## config.mk

```make
export PLATFORM = sky130hd
export DESIGN_NAME = pte_frame_flat
export DESIGN_NICKNAME = d
export VERILOG_FILES = /design/src/include/pte_pkg.sv /design/src/include/pte_bus_if.sv /design/src/core/pte_frame.sv /design/src/flat_wrapper.sv
export VERILOG_INCLUDE_DIRS = /design/src /design/src/include
export SDC_FILE = /design/constraint.sdc
export NUM_CORES = 1
export LEC_CHECK = 0
export ABC_AREA = 0
export BUFFER_PORTS_ARGS = -buffer_cell sky130_fd_sc_hd__clkbuf_2
export CORE_UTILIZATION = 48
export DETAILED_ROUTE_END_ITERATION = 8
export PLACE_DENSITY = 0.8
export SLEW_MARGIN = 10
export SYNTH_ARGS = -nofsm -noshare
export SYNTH_HDL_FRONTEND = slang
export SYNTH_SLANG_ARGS = --single-unit
```

## constraint.sdc

```tcl
create_clock -name i_clk -period 2.2 [get_ports i_clk]
set_clock_uncertainty 0.1 [all_clocks]
set_input_delay 0.11 -clock i_clk [delete_from_list [all_inputs] [get_ports i_clk]]
set_output_delay 0.11 -clock i_clk [all_outputs]
set_load 0.01 [all_outputs]
```

## src/include/pte_regs.svh

```systemverilog
// Purpose: Offsets, reset values and counts of the peripheral frame
// Assumes: Byte offsets inside one peripheral window
// Notes:   Definitions only
`ifndef PTE_REGS_SVH
`define PTE_REGS_SVH

// ------------------------------------------------------------
// Window and identity
// ------------------------------------------------------------
`define PTE_ID_ORIGIN        32'h4000_0000
`define PTE_WIN_SHIFT        12
`define PTE_DEF_BASE         32'h4000_1000

// ------------------------------------------------------------
// Register offsets
// ------------------------------------------------------------
`define PTE_OFF_TASK         12'h000
`define PTE_OFF_EVT          12'h100
`define PTE_OFF_SHORTS       12'h200
`define PTE_OFF_IRQ_EN       12'h300
`define PTE_OFF_IRQ_EN_SET   12'h304
`define PTE_OFF_IRQ_EN_CLEAR 12'h308
`define PTE_OFF_IDREG        12'h400
`define PTE_OFF_ENABLE       12'h500
`define PTE_OFF_CONFIG       12'h504
`define PTE_SLOT_STEP        12'h004
`define PTE_GROUP_MASK       12'hF00

// ------------------------------------------------------------
// Reset values and counts
// ------------------------------------------------------------
`define PTE_RST_WORD         32'h0000_0000
`define PTE_RST_BIT          1'b0
`define PTE_MAX_SHORTS       32
`define PTE_ALL_ONES         32'hFFFF_FFFF
`define PTE_BUS_TIMEOUT      16

`endif

```

## src/include/pte_pkg.sv

```systemverilog
// Purpose: Shared types of the peripheral frame
// Assumes: Constants live in pte_regs.svh
// Notes:   Types only
package pte_pkg;

  typedef logic [31:0] pte_word_type;
  typedef logic [7:0]  pte_id_type;
  typedef logic [11:0] pte_off_type;

  typedef enum logic [1:0] {
    PTE_IDLE,
    PTE_ACCESS,
    PTE_READBACK,
    PTE_FINISH
  } pte_host_state_type;

endpackage

```

## src/include/pte_bus_if.sv

```systemverilog
// Purpose: Peripheral bus between processor side and one frame
// Assumes: One clock, request held until ready
// Notes:   Interrupt line travels with the bus
`timescale 1ns/1ps
interface pte_bus_if;
  logic        sel;
  logic        we;
  logic [31:0] addr;
  logic [31:0] wdata;
  logic [31:0] rdata;
  logic        ready;
  logic        irq;

  modport dev (
    input  sel,
    input  we,
    input  addr,
    input  wdata,
    output rdata,
    output ready,
    output irq
  );

  modport host (
    output sel,
    output we,
    output addr,
    output wdata,
    input  rdata,
    input  ready,
    input  irq
  );
endinterface

```

## src/core/pte_frame.sv

```systemverilog
// Purpose: Common control frame of one on-chip peripheral
// Assumes: Bus request held until ready; toggle inputs reset low
// Notes:   Summary of operation below
//
// Summary of operation
// Decode own 4 KiB window, 1024 words
// Identifier is base offset over window size
// Software enables one peripheral per shared identifier
// Switch: disable, unlink, clear enables, configure, enable
// Software configures before setting the enable
// Disabled peripheral ignores tasks, makes no events
// Set-and-clear triplet: main, set, clear
// Ones set or clear bits; zeros change nothing
// Set and clear aliases read the main value
// Task fires on write 1 or input toggle
// Each task and event has own register
// Event toggle sets its event register
// Event register cleared only by writing 0
// Event pulse still emitted when already set
// Enabled hardwired shortcut fires task on event
// One shortcut register, one bit, max 32
// One interrupt line, number equals identifier
// Any enabled pending event raises the interrupt
// One fixed bit per event in enable triplet
// Enable aliases read back the enable state
// Interrupt drops within four cycles of clearing
// Software reads back after clearing
// Interrupt is OR of event AND enable
`timescale 1ns/1ps
`include "pte_regs.svh"
module pte_frame
  import pte_pkg::*;
#(
  parameter logic [31:0] BASE_ADDR  = `PTE_DEF_BASE,
  parameter int          N_TASK     = 4,
  parameter int          N_EVT      = 4,
  parameter int          N_SHORT    = 4,
  parameter logic [31:0] CONFIG_RST = `PTE_RST_WORD
) (
  // Clock and reset
  input  wire logic              i_clk,
  input  wire logic              i_rst_n,
  // Register bus and interrupt
  pte_bus_if.dev                 bus,
  // Hardware tasks and events
  input  wire logic [N_TASK-1:0] i_task_hw,
  input  wire logic [N_EVT-1:0]  i_evt_sig,
  output logic [N_TASK-1:0]      o_task,
  output logic [N_EVT-1:0]       o_evt,
  // Peripheral core control
  output logic                   o_enabled,
  output logic [31:0]            o_config,
  output logic [7:0]             o_irq_num
);

  // ------------------------------------------------------------
  // Identity
  // ------------------------------------------------------------
  localparam pte_id_type PERIPH_ID =
    8'((BASE_ADDR - `PTE_ID_ORIGIN) >> `PTE_WIN_SHIFT);

  pte_off_type        off;
  logic               hit;
  logic               acc;
  logic               wr;
  logic               ready_q;
  logic               enable;
  logic [N_SHORT-1:0] short_en;
  logic [N_EVT-1:0]   irq_en;
  logic [N_EVT-1:0]   evt_reg;
  logic [N_TASK-1:0]  task_hw_q;
  logic [N_EVT-1:0]   evt_sig_q;
  logic [N_EVT-1:0]   evt_fire;
  logic [N_TASK-1:0]  sw_task;
  logic [N_TASK-1:0]  sc_task;
  logic [N_EVT-1:0]   evt_clear;
  logic [31:0]        next_rdata;

  // ------------------------------------------------------------
  // Bus decode
  // ------------------------------------------------------------
  // Upper bits select the window, low 12 bits the word slot
  assign hit = bus.sel
    && (bus.addr[31:`PTE_WIN_SHIFT] == BASE_ADDR[31:`PTE_WIN_SHIFT]);
  assign off = bus.addr[11:0];
  assign acc = hit && !ready_q;
  assign wr  = acc && bus.we;

  always_ff @(posedge i_clk) begin
    if (!i_rst_n) begin
      ready_q   <= `PTE_RST_BIT;
      bus.rdata <= `PTE_RST_WORD;
    end else begin
      ready_q <= acc;
      if (acc) begin
        bus.rdata <= next_rdata;
      end
    end
  end

  assign bus.ready = ready_q;
  assign o_irq_num = PERIPH_ID;

  // ------------------------------------------------------------
  // Read mux
  // ------------------------------------------------------------
  always_comb begin
    next_rdata = `PTE_RST_WORD;
    if (!bus.we) begin
      for (int e = 0; e < N_EVT; e++) begin
        if (off == 12'(`PTE_OFF_EVT + `PTE_SLOT_STEP * e)) begin
          next_rdata = {31'h0000_0000, evt_reg[e]};
        end
      end
      unique case (off)
        `PTE_OFF_SHORTS:       next_rdata = 32'(short_en);
        // All three slots show the same enable bits
        `PTE_OFF_IRQ_EN,
        `PTE_OFF_IRQ_EN_SET,
        `PTE_OFF_IRQ_EN_CLEAR: next_rdata = 32'(irq_en);
        `PTE_OFF_IDREG:        next_rdata = 32'(PERIPH_ID);
        `PTE_OFF_ENABLE:       next_rdata = 32'(enable);
        `PTE_OFF_CONFIG:       next_rdata = o_config;
        default:               next_rdata = next_rdata;
      endcase
    end
  end

  // ------------------------------------------------------------
  // Control registers
  // ------------------------------------------------------------
  // Ordering of configure and enable is left to software
  always_ff @(posedge i_clk) begin
    if (!i_rst_n) begin
      enable   <= `PTE_RST_BIT;
      o_config <= CONFIG_RST;
      short_en <= N_SHORT'(`PTE_RST_WORD);
    end else if (wr) begin
      unique case (off)
        `PTE_OFF_ENABLE: enable   <= bus.wdata[0];
        `PTE_OFF_CONFIG: o_config <= bus.wdata;
        `PTE_OFF_SHORTS: short_en <= bus.wdata[N_SHORT-1:0];
        default:         enable   <= enable;
      endcase
    end
  end

  assign o_enabled = enable;

  // ------------------------------------------------------------
  // Interrupt enable triplet
  // ------------------------------------------------------------
  // Bit e of all three slots belongs to event e
  always_ff @(posedge i_clk) begin
    if (!i_rst_n) begin
      irq_en <= N_EVT'(`PTE_RST_WORD);
    end else if (wr) begin
      unique case (off)
        `PTE_OFF_IRQ_EN:       irq_en <= bus.wdata[N_EVT-1:0];
        // Set alias follows main, clear alias follows set
        // Ones act, zeros leave bits alone
        `PTE_OFF_IRQ_EN_SET:   irq_en <= irq_en | bus.wdata[N_EVT-1:0];
        `PTE_OFF_IRQ_EN_CLEAR: irq_en <= irq_en & ~bus.wdata[N_EVT-1:0];
        default:               irq_en <= irq_en;
      endcase
    end
  end

  // ------------------------------------------------------------
  // Events
  // ------------------------------------------------------------
  // A toggle of the core's event line is one event
  always_ff @(posedge i_clk) begin
    if (!i_rst_n) begin
      evt_sig_q <= N_EVT'(`PTE_RST_WORD);
      task_hw_q <= N_TASK'(`PTE_RST_WORD);
    end else begin
      evt_sig_q <= i_evt_sig;
      task_hw_q <= i_task_hw;
    end
  end

  assign evt_fire = (i_evt_sig ^ evt_sig_q) & {N_EVT{enable}};

  always_comb begin
    for (int e = 0; e < N_EVT; e++) begin
      evt_clear[e] = wr && !bus.wdata[0]
        && (off == 12'(`PTE_OFF_EVT + `PTE_SLOT_STEP * e));
    end
  end

  // A new event beats a clear in the same cycle
  always_ff @(posedge i_clk) begin
    if (!i_rst_n) begin
      evt_reg <= N_EVT'(`PTE_RST_WORD);
    end else begin
      evt_reg <= (evt_reg & ~evt_clear) | evt_fire;
    end
  end

  // Pulse goes out even when the register already holds 1
  always_ff @(posedge i_clk) begin
    if (!i_rst_n) begin
      o_evt <= N_EVT'(`PTE_RST_WORD);
    end else begin
      o_evt <= evt_fire;
    end
  end

  // ------------------------------------------------------------
  // Tasks and shortcuts
  // ------------------------------------------------------------
  always_comb begin
    for (int t = 0; t < N_TASK; t++) begin
      sw_task[t] = wr && bus.wdata[0]
        && (off == 12'(`PTE_OFF_TASK + `PTE_SLOT_STEP * t));
    end
  end

  // Fixed map: shortcut k links event k mod N_EVT to task k mod N_TASK
  always_comb begin
    sc_task = N_TASK'(`PTE_RST_WORD);
    for (int k = 0; k < N_SHORT && k < `PTE_MAX_SHORTS; k++) begin
      if (short_en[k] && evt_fire[k % N_EVT]) begin
        sc_task[k % N_TASK] = 1'b1;
      end
    end
  end

  // Disabled frame swallows every trigger source
  always_ff @(posedge i_clk) begin
    if (!i_rst_n) begin
      o_task <= N_TASK'(`PTE_RST_WORD);
    end else if (enable) begin
      o_task <= sw_task | (i_task_hw ^ task_hw_q) | sc_task;
    end else begin
      o_task <= N_TASK'(`PTE_RST_WORD);
    end
  end

  // ------------------------------------------------------------
  // Interrupt
  // ------------------------------------------------------------
  // Registered once: drops one cycle after the clearing write,
  // well inside the four-cycle allowance
  always_ff @(posedge i_clk) begin
    if (!i_rst_n) begin
      bus.irq <= `PTE_RST_BIT;
    end else begin
      bus.irq <= |(evt_reg & irq_en);
    end
  end

endmodule

```

## src/flat_wrapper.sv

```systemverilog
// flat-port wrapper written by rule: the top's interface ports become plain ports
module pte_frame_flat import pte_pkg::*;
#(
  parameter logic [31:0] BASE_ADDR  = `PTE_DEF_BASE,
  parameter int          N_TASK     = 4,
  parameter int          N_EVT      = 4,
  parameter int          N_SHORT    = 4,
  parameter logic [31:0] CONFIG_RST = `PTE_RST_WORD
)
  (i_clk, i_rst_n, i_task_hw, i_evt_sig, o_task, o_evt, o_enabled, o_config, o_irq_num, bus_sel, bus_we, bus_addr, bus_wdata, bus_rdata, bus_ready, bus_irq);
  pte_bus_if bus_i ();
  input  wire logic i_clk;
  input  wire logic i_rst_n;
  input  wire logic [N_TASK-1:0] i_task_hw;
  input  wire logic [N_EVT-1:0] i_evt_sig;
  output logic [N_TASK-1:0] o_task;
  output logic [N_EVT-1:0] o_evt;
  output logic o_enabled;
  output logic [31:0] o_config;
  output logic [7:0] o_irq_num;
  input wire logic [$bits(bus_i.sel)-1:0] bus_sel;
  input wire logic [$bits(bus_i.we)-1:0] bus_we;
  input wire logic [$bits(bus_i.addr)-1:0] bus_addr;
  input wire logic [$bits(bus_i.wdata)-1:0] bus_wdata;
  output wire logic [$bits(bus_i.rdata)-1:0] bus_rdata;
  output wire logic [$bits(bus_i.ready)-1:0] bus_ready;
  output wire logic [$bits(bus_i.irq)-1:0] bus_irq;
  assign bus_i.sel = bus_sel;
  assign bus_i.we = bus_we;
  assign bus_i.addr = bus_addr;
  assign bus_i.wdata = bus_wdata;
  assign bus_rdata = bus_i.rdata;
  assign bus_ready = bus_i.ready;
  assign bus_irq = bus_i.irq;
  pte_frame #(.BASE_ADDR(BASE_ADDR), .N_TASK(N_TASK), .N_EVT(N_EVT), .N_SHORT(N_SHORT), .CONFIG_RST(CONFIG_RST)) u_core (.i_clk(i_clk), .i_rst_n(i_rst_n), .bus(bus_i), .i_task_hw(i_task_hw), .i_evt_sig(i_evt_sig), .o_task(o_task), .o_evt(o_evt), .o_enabled(o_enabled), .o_config(o_config), .o_irq_num(o_irq_num));
endmodule
```

# ---- Word-level counts from Yosys, hierarchy flattened
# Cells that the tools add are included.
dict set report word_totals {
  regBits 95
  output_inout_bits 83
  elab_cells 78
}
dict set report op_classes {
  n_eq_ne 15
  mux 11
  bitwise_logic 12
  n_reduce_logical 28
}
# op n
set op_table {}
lappend op_table {{32-bit one-hot mux with 5 select lines} 1}
lappend op_table {{12-bit by 10-bit == test with 1-bit output (second input constant)} 4}
lappend op_table {{12-bit by 9-bit == test with 1-bit output (second input constant)} 4}
lappend op_table {{12-bit by 11-bit == test with 1-bit output (second input constant)} 3}
lappend op_table {{32-bit two-way mux} 1}
lappend op_table {{12-bit by 4-bit == test with 1-bit output (second input constant)} 2}
lappend op_table {{20-bit by 19-bit == test with 1-bit output (second input constant)} 1}
lappend op_table {{1-bit logical AND} 17}
lappend op_table {{4-bit bitwise AND} 4}
lappend op_table {{4-bit bitwise OR} 4}
lappend op_table {{12-bit by 3-bit == test with 1-bit output (second input constant)} 1}
lappend op_table {{12-bit zero test} 1}
lappend op_table {{4-bit one-hot mux with 3 select lines} 1}
lappend op_table {{2-bit AND reduction} 5}
lappend op_table {{1-bit two-way mux} 8}
lappend op_table {{4-bit NOT} 2}
lappend op_table {{4-bit XOR} 2}
lappend op_table {{4-bit OR reduction} 1}
lappend op_table {{3-bit nonzero test} 1}
lappend op_table {{3-bit OR reduction} 1}
lappend op_table {{1-bit zero test} 2}

# ---- Logic depth before layout (Yosys ltp)
dict set report depth {
  ltp_word 9
  depth_mapped 7
  depth_no_buf 5
}

# ---- Least setup slack after synthesis
# Ideal clock, no wire load.
dict set report synth_timing {
  path_type {register to register}
  startpoint {register u_core.ready_q, in the netlist u_core.bus.ready}
  endpoint {register u_core.bus.rdata[2]}
  arrival_time_ns 1.599
  required_ns 2.026
  setup_slack_ns 0.427
  path_stages_with_launch 6
  path_buffers 0
  period_less_slack_ns 1.773
  path_cell_list {dfxtp_1 > nor4_1 > and4_1 > nand2_1 > or4_1 > a31oi_1}
}
dict set report synth_via {
  elab_chain_cells 2
}
# element line
set synth_lines {}
lappend synth_lines {{from (decl)} pte_frame.sv:66} ;# logic ready_q;
lappend synth_lines {{from (signal assigned)} pte_frame.sv:91} ;# ready_q <= `PTE_RST_BIT;
lappend synth_lines {{1-bit zero test} pte_frame.sv:86} ;# assign acc = hit && !ready_q;
lappend synth_lines {{1-bit logical AND} pte_frame.sv:86}
lappend synth_lines {{to (signal assigned)} pte_frame.sv:92} ;# bus.rdata <= `PTE_RST_WORD;
lappend synth_lines {{to (signal assigned)} pte_frame.sv:96} ;# bus.rdata <= next_rdata;
lappend synth_lines {{to (decl)} pte_bus_if.sv:19} ;# output rdata,
# No other way between the ends.
# A chain may end at the register's enable or synchronous reset.

# ---- Worst setup path after layout
# Same ends and word-level chain as after synthesis.

==> flow_metrics.py <==
metrics = {
    "outcome": {
        "outcome": "finished, final reports clean",
    },
    "synth": {
        "synth-seq-area-share_pct": 49.3,
        "synth_area_sq_um": 3860,
        "synthArstFlopShare_pct": 0,
        "yosysWarnings": 0,
        "synth-edff-count": 0,
        "synth_flop_cell": "dfxtp_1",
        "ys_types": 47,
        "avgSynthCellArea_sq_um": 8.75,
        "syn_inst": 441,
        "synth-seq-cells": 95,
    },
    "die": {
        "placementRows": 32,
        "ios": 159,
        "core_area_sq_um": 7770,
        "initial_core_util_pct": 49.7,
        "die_w_um": 91.7,
        "fp.dieH_um": 91.7,
        "die-area_sq_um": 8400,
    },
    "drt": {
        "wl_per_cell_um": 15.6,
        "met2_length_um": 5540,
        "ant_nets": 0,
        "drc": 0,
        "drtIter0Drc": 337,
        "drt-met1-wl_um": 4650,
        "drt-vias-per-instance": 5.50,
        "top_layer": "met4",
        "vias": 4023,
        "routed-wl-met3_um": 831,
        "wirelength_um": 11400,
        "drtPass1Iterations": 6,
    },
    "sta": {
        "hold_viol_final": 0,
        "min_period_over_period_pct": 87.3,
        "rsz0062_at_grt": "no",
        "max_freq_mhz": 521,
        "drv_slew": 0,
        "setup_viol": 0,
        "tns_ps": 0,
        "worstMarginPinSlew_ps": 666,
        "slew_headroom_pct": 55.6,
        "fin_crit_ps": 1920,
    },
    "critical_path": {
        "r2r-start": "u_core.bus.ready",
        "startpoint_type": "flop",
        "crit_required_ps": 2390,
        "slowest_stage": "or4_1",
        "path_buf_inv": 0,
        "path_max_fanout": 8,
        "arrival_ps": 2110,
        "path_cells": "nor4_2, and4_1, nand2_1, or4_1, a31oi_1",
        "cp_slowest_stage_delay_ps": 540,
        "crit_path_start": "u_core.bus.ready",
        "cp-end-kind": "flop",
        "critPathKind": "reg2reg",
        "crit_family": "simple AND/OR/NAND/NOR gates",
    },
    "layout": {
        "fin_nets": 701,
        "layout_commonest_cell": "clkbuf_2",
        "top_regs": "u_core.bus.rdata x32, u_core.o_config x32",
        "drive_gt1_share_pct": 30.3,
        "final_cell_mix": "150 x clkbuf_2, 95 x dfxtp_1, 80 x nand2_1",
        "antennaDiodeCount": 0,
        "final_area_sq_um": 5300,
        "syn_to_final_growth_pct": 37.4,
    },
    "global_routing": {
        "grtUsageTotal_pct": 27.7,
        "grt_pass1_vias": 3954,
        "overflow": 0,
        "grt_max_degree": 65,
        "grt_pass1_wl_um": 18400,
        "antenna_found_initial": 0,
    },
    "hold_path": {
        "min_from": "bus_addr[3]",
        "min_path_type": "in2reg",
    },
    "clock_network": {
        "cts_tree": "yes",
        "clock_latency_ps": 370,
        "numCtsBuffers": 9,
        "htree_num_levels": 3,
        "clock-sinks": 95,
        "cts_root_buf": "clkbuf_8",
        "cts.clk_slew.worst_paths_ps": 100,
        "max-clock-path-buffers": 2,
    },
    "place": {
        "postPlaceCellArea_sq_um": 4680,
        "dp_hpwl_um": 7600,
        "place_congestion": 0.914,
        "io_buffers": 150,
    },
    "pwr": {
        "leakage_nw": 2.26,
        "pwr_density_cell_nw_per_um2": 585,
        "ir_drop_uv": 397,
    },
    "run": {
        "max_cap_viol_count": 0,
    },
}
## logic make-up (layout without fill, tap and decap cells)
kind of cell / count (synthesis) / after routing / share of synthesized area, %
AO/OA/AOI/OAI: 96 / 96 / 16.3
XOR/XNOR: 9 / 9 / 2.04
buffers and inverters: 46 / 229 / 5.80
flip-flops: 95 / 95 / 49.3
multiplexers: 6 / 6 / 1.88
other: 2 / 8 / 0.195
AND/OR/NAND/NOR: 187 / 187 / 24.4
## where the power goes
| part | leakage (nW) | internal, mW | switching [mW] | total [mW] |
|---|---|---|---|---|
| logic | 1.39 | 0.129 | 0.121 | 0.250 |
| clock network | 0.101 | 0.470 | 0.654 | 1.12 |
| registers | 0.767 | 1.73 | 0.00378 | 1.73 |
## area by class of cell
cell class / instances / area (sq um)
Sequential cell: 95 / 1900
Clock buffer: 10 / 138
Timing Repair Buffer: 204 / 1270
Multi-Input combinational cell: 306 / 1770
Inverter: 9 / 33.8
Tap cell: 102 / 128
Clock inverter: 6 / 57.6
Fill cell: 641 / 2470
## cells in the mapped netlist (all sizes together) (6+ instances only)
cell	n	area share, %
dfxtp	95	49
nand2	81	7.9
a21oi	38	4.9
nor2	35	3.4
a22oi	32	6.2
clkbuf	19	1.8
buf	18	3.1
nand4	14	2.3
and2	9	1.5
inv	9	0.88
xor2	8	1.8
nand3	7	0.91
nor4	7	2.1
a31oi	6	0.97
nor2b	6	0.97
nor3	6	0.78
## metrics by stage
stage / setup slack [ps] / cells / utilization [%] / hold WS, ps / power [mW]
finish: 279 / 732 / 68.3 / 50.7 / 3.10
CTS: 94.2 / 730 / 67.9 / 34.0 / 3.11
detailed placement: 90.0 / 674 / 60.3 / 243 / 1.95
floorplan: 427 / 447 / - / 132 / 1.87
global route: 99.5 / 732 / 68.3 / 38.6 / 3.22
global placement: 168 / 674 / 60.3 / 237 / 1.95
## worst reg2reg max path, cell delays in order, from the launching register on
cell,delay [ps]
dfxtp_1,340
nor4_2,180
and4_1,320
nand2_1,210
or4_1,540
a31oi_1,170
## final timing paths
path | endpoint | slack (ps) | cells past startpoint
max | u_core.bus.rdata[2] | 280 | 5
max reg2reg | u_core.bus.rdata[2] | 280 | 5
min reg2reg | u_core.o_config[28] | 370 | 2
min | u_core.o_task[3] | 50 | 3
## what timing repair did
action                                  CTS  global route
endpoints found under the hold margin    47             0
resized for setup                         0             2
buffers inserted                          0             2
hold buffers                             40             0
endpoints found under the setup margin    0            25
## per-layer routing
layer  up-vias  GRT usage [%]
met5         -              0
li1       1901              -
met3        37           5.39
met1      1855           33.1
met2       230           46.4
met4         0           15.7
(Power assumes the default switching activity.)
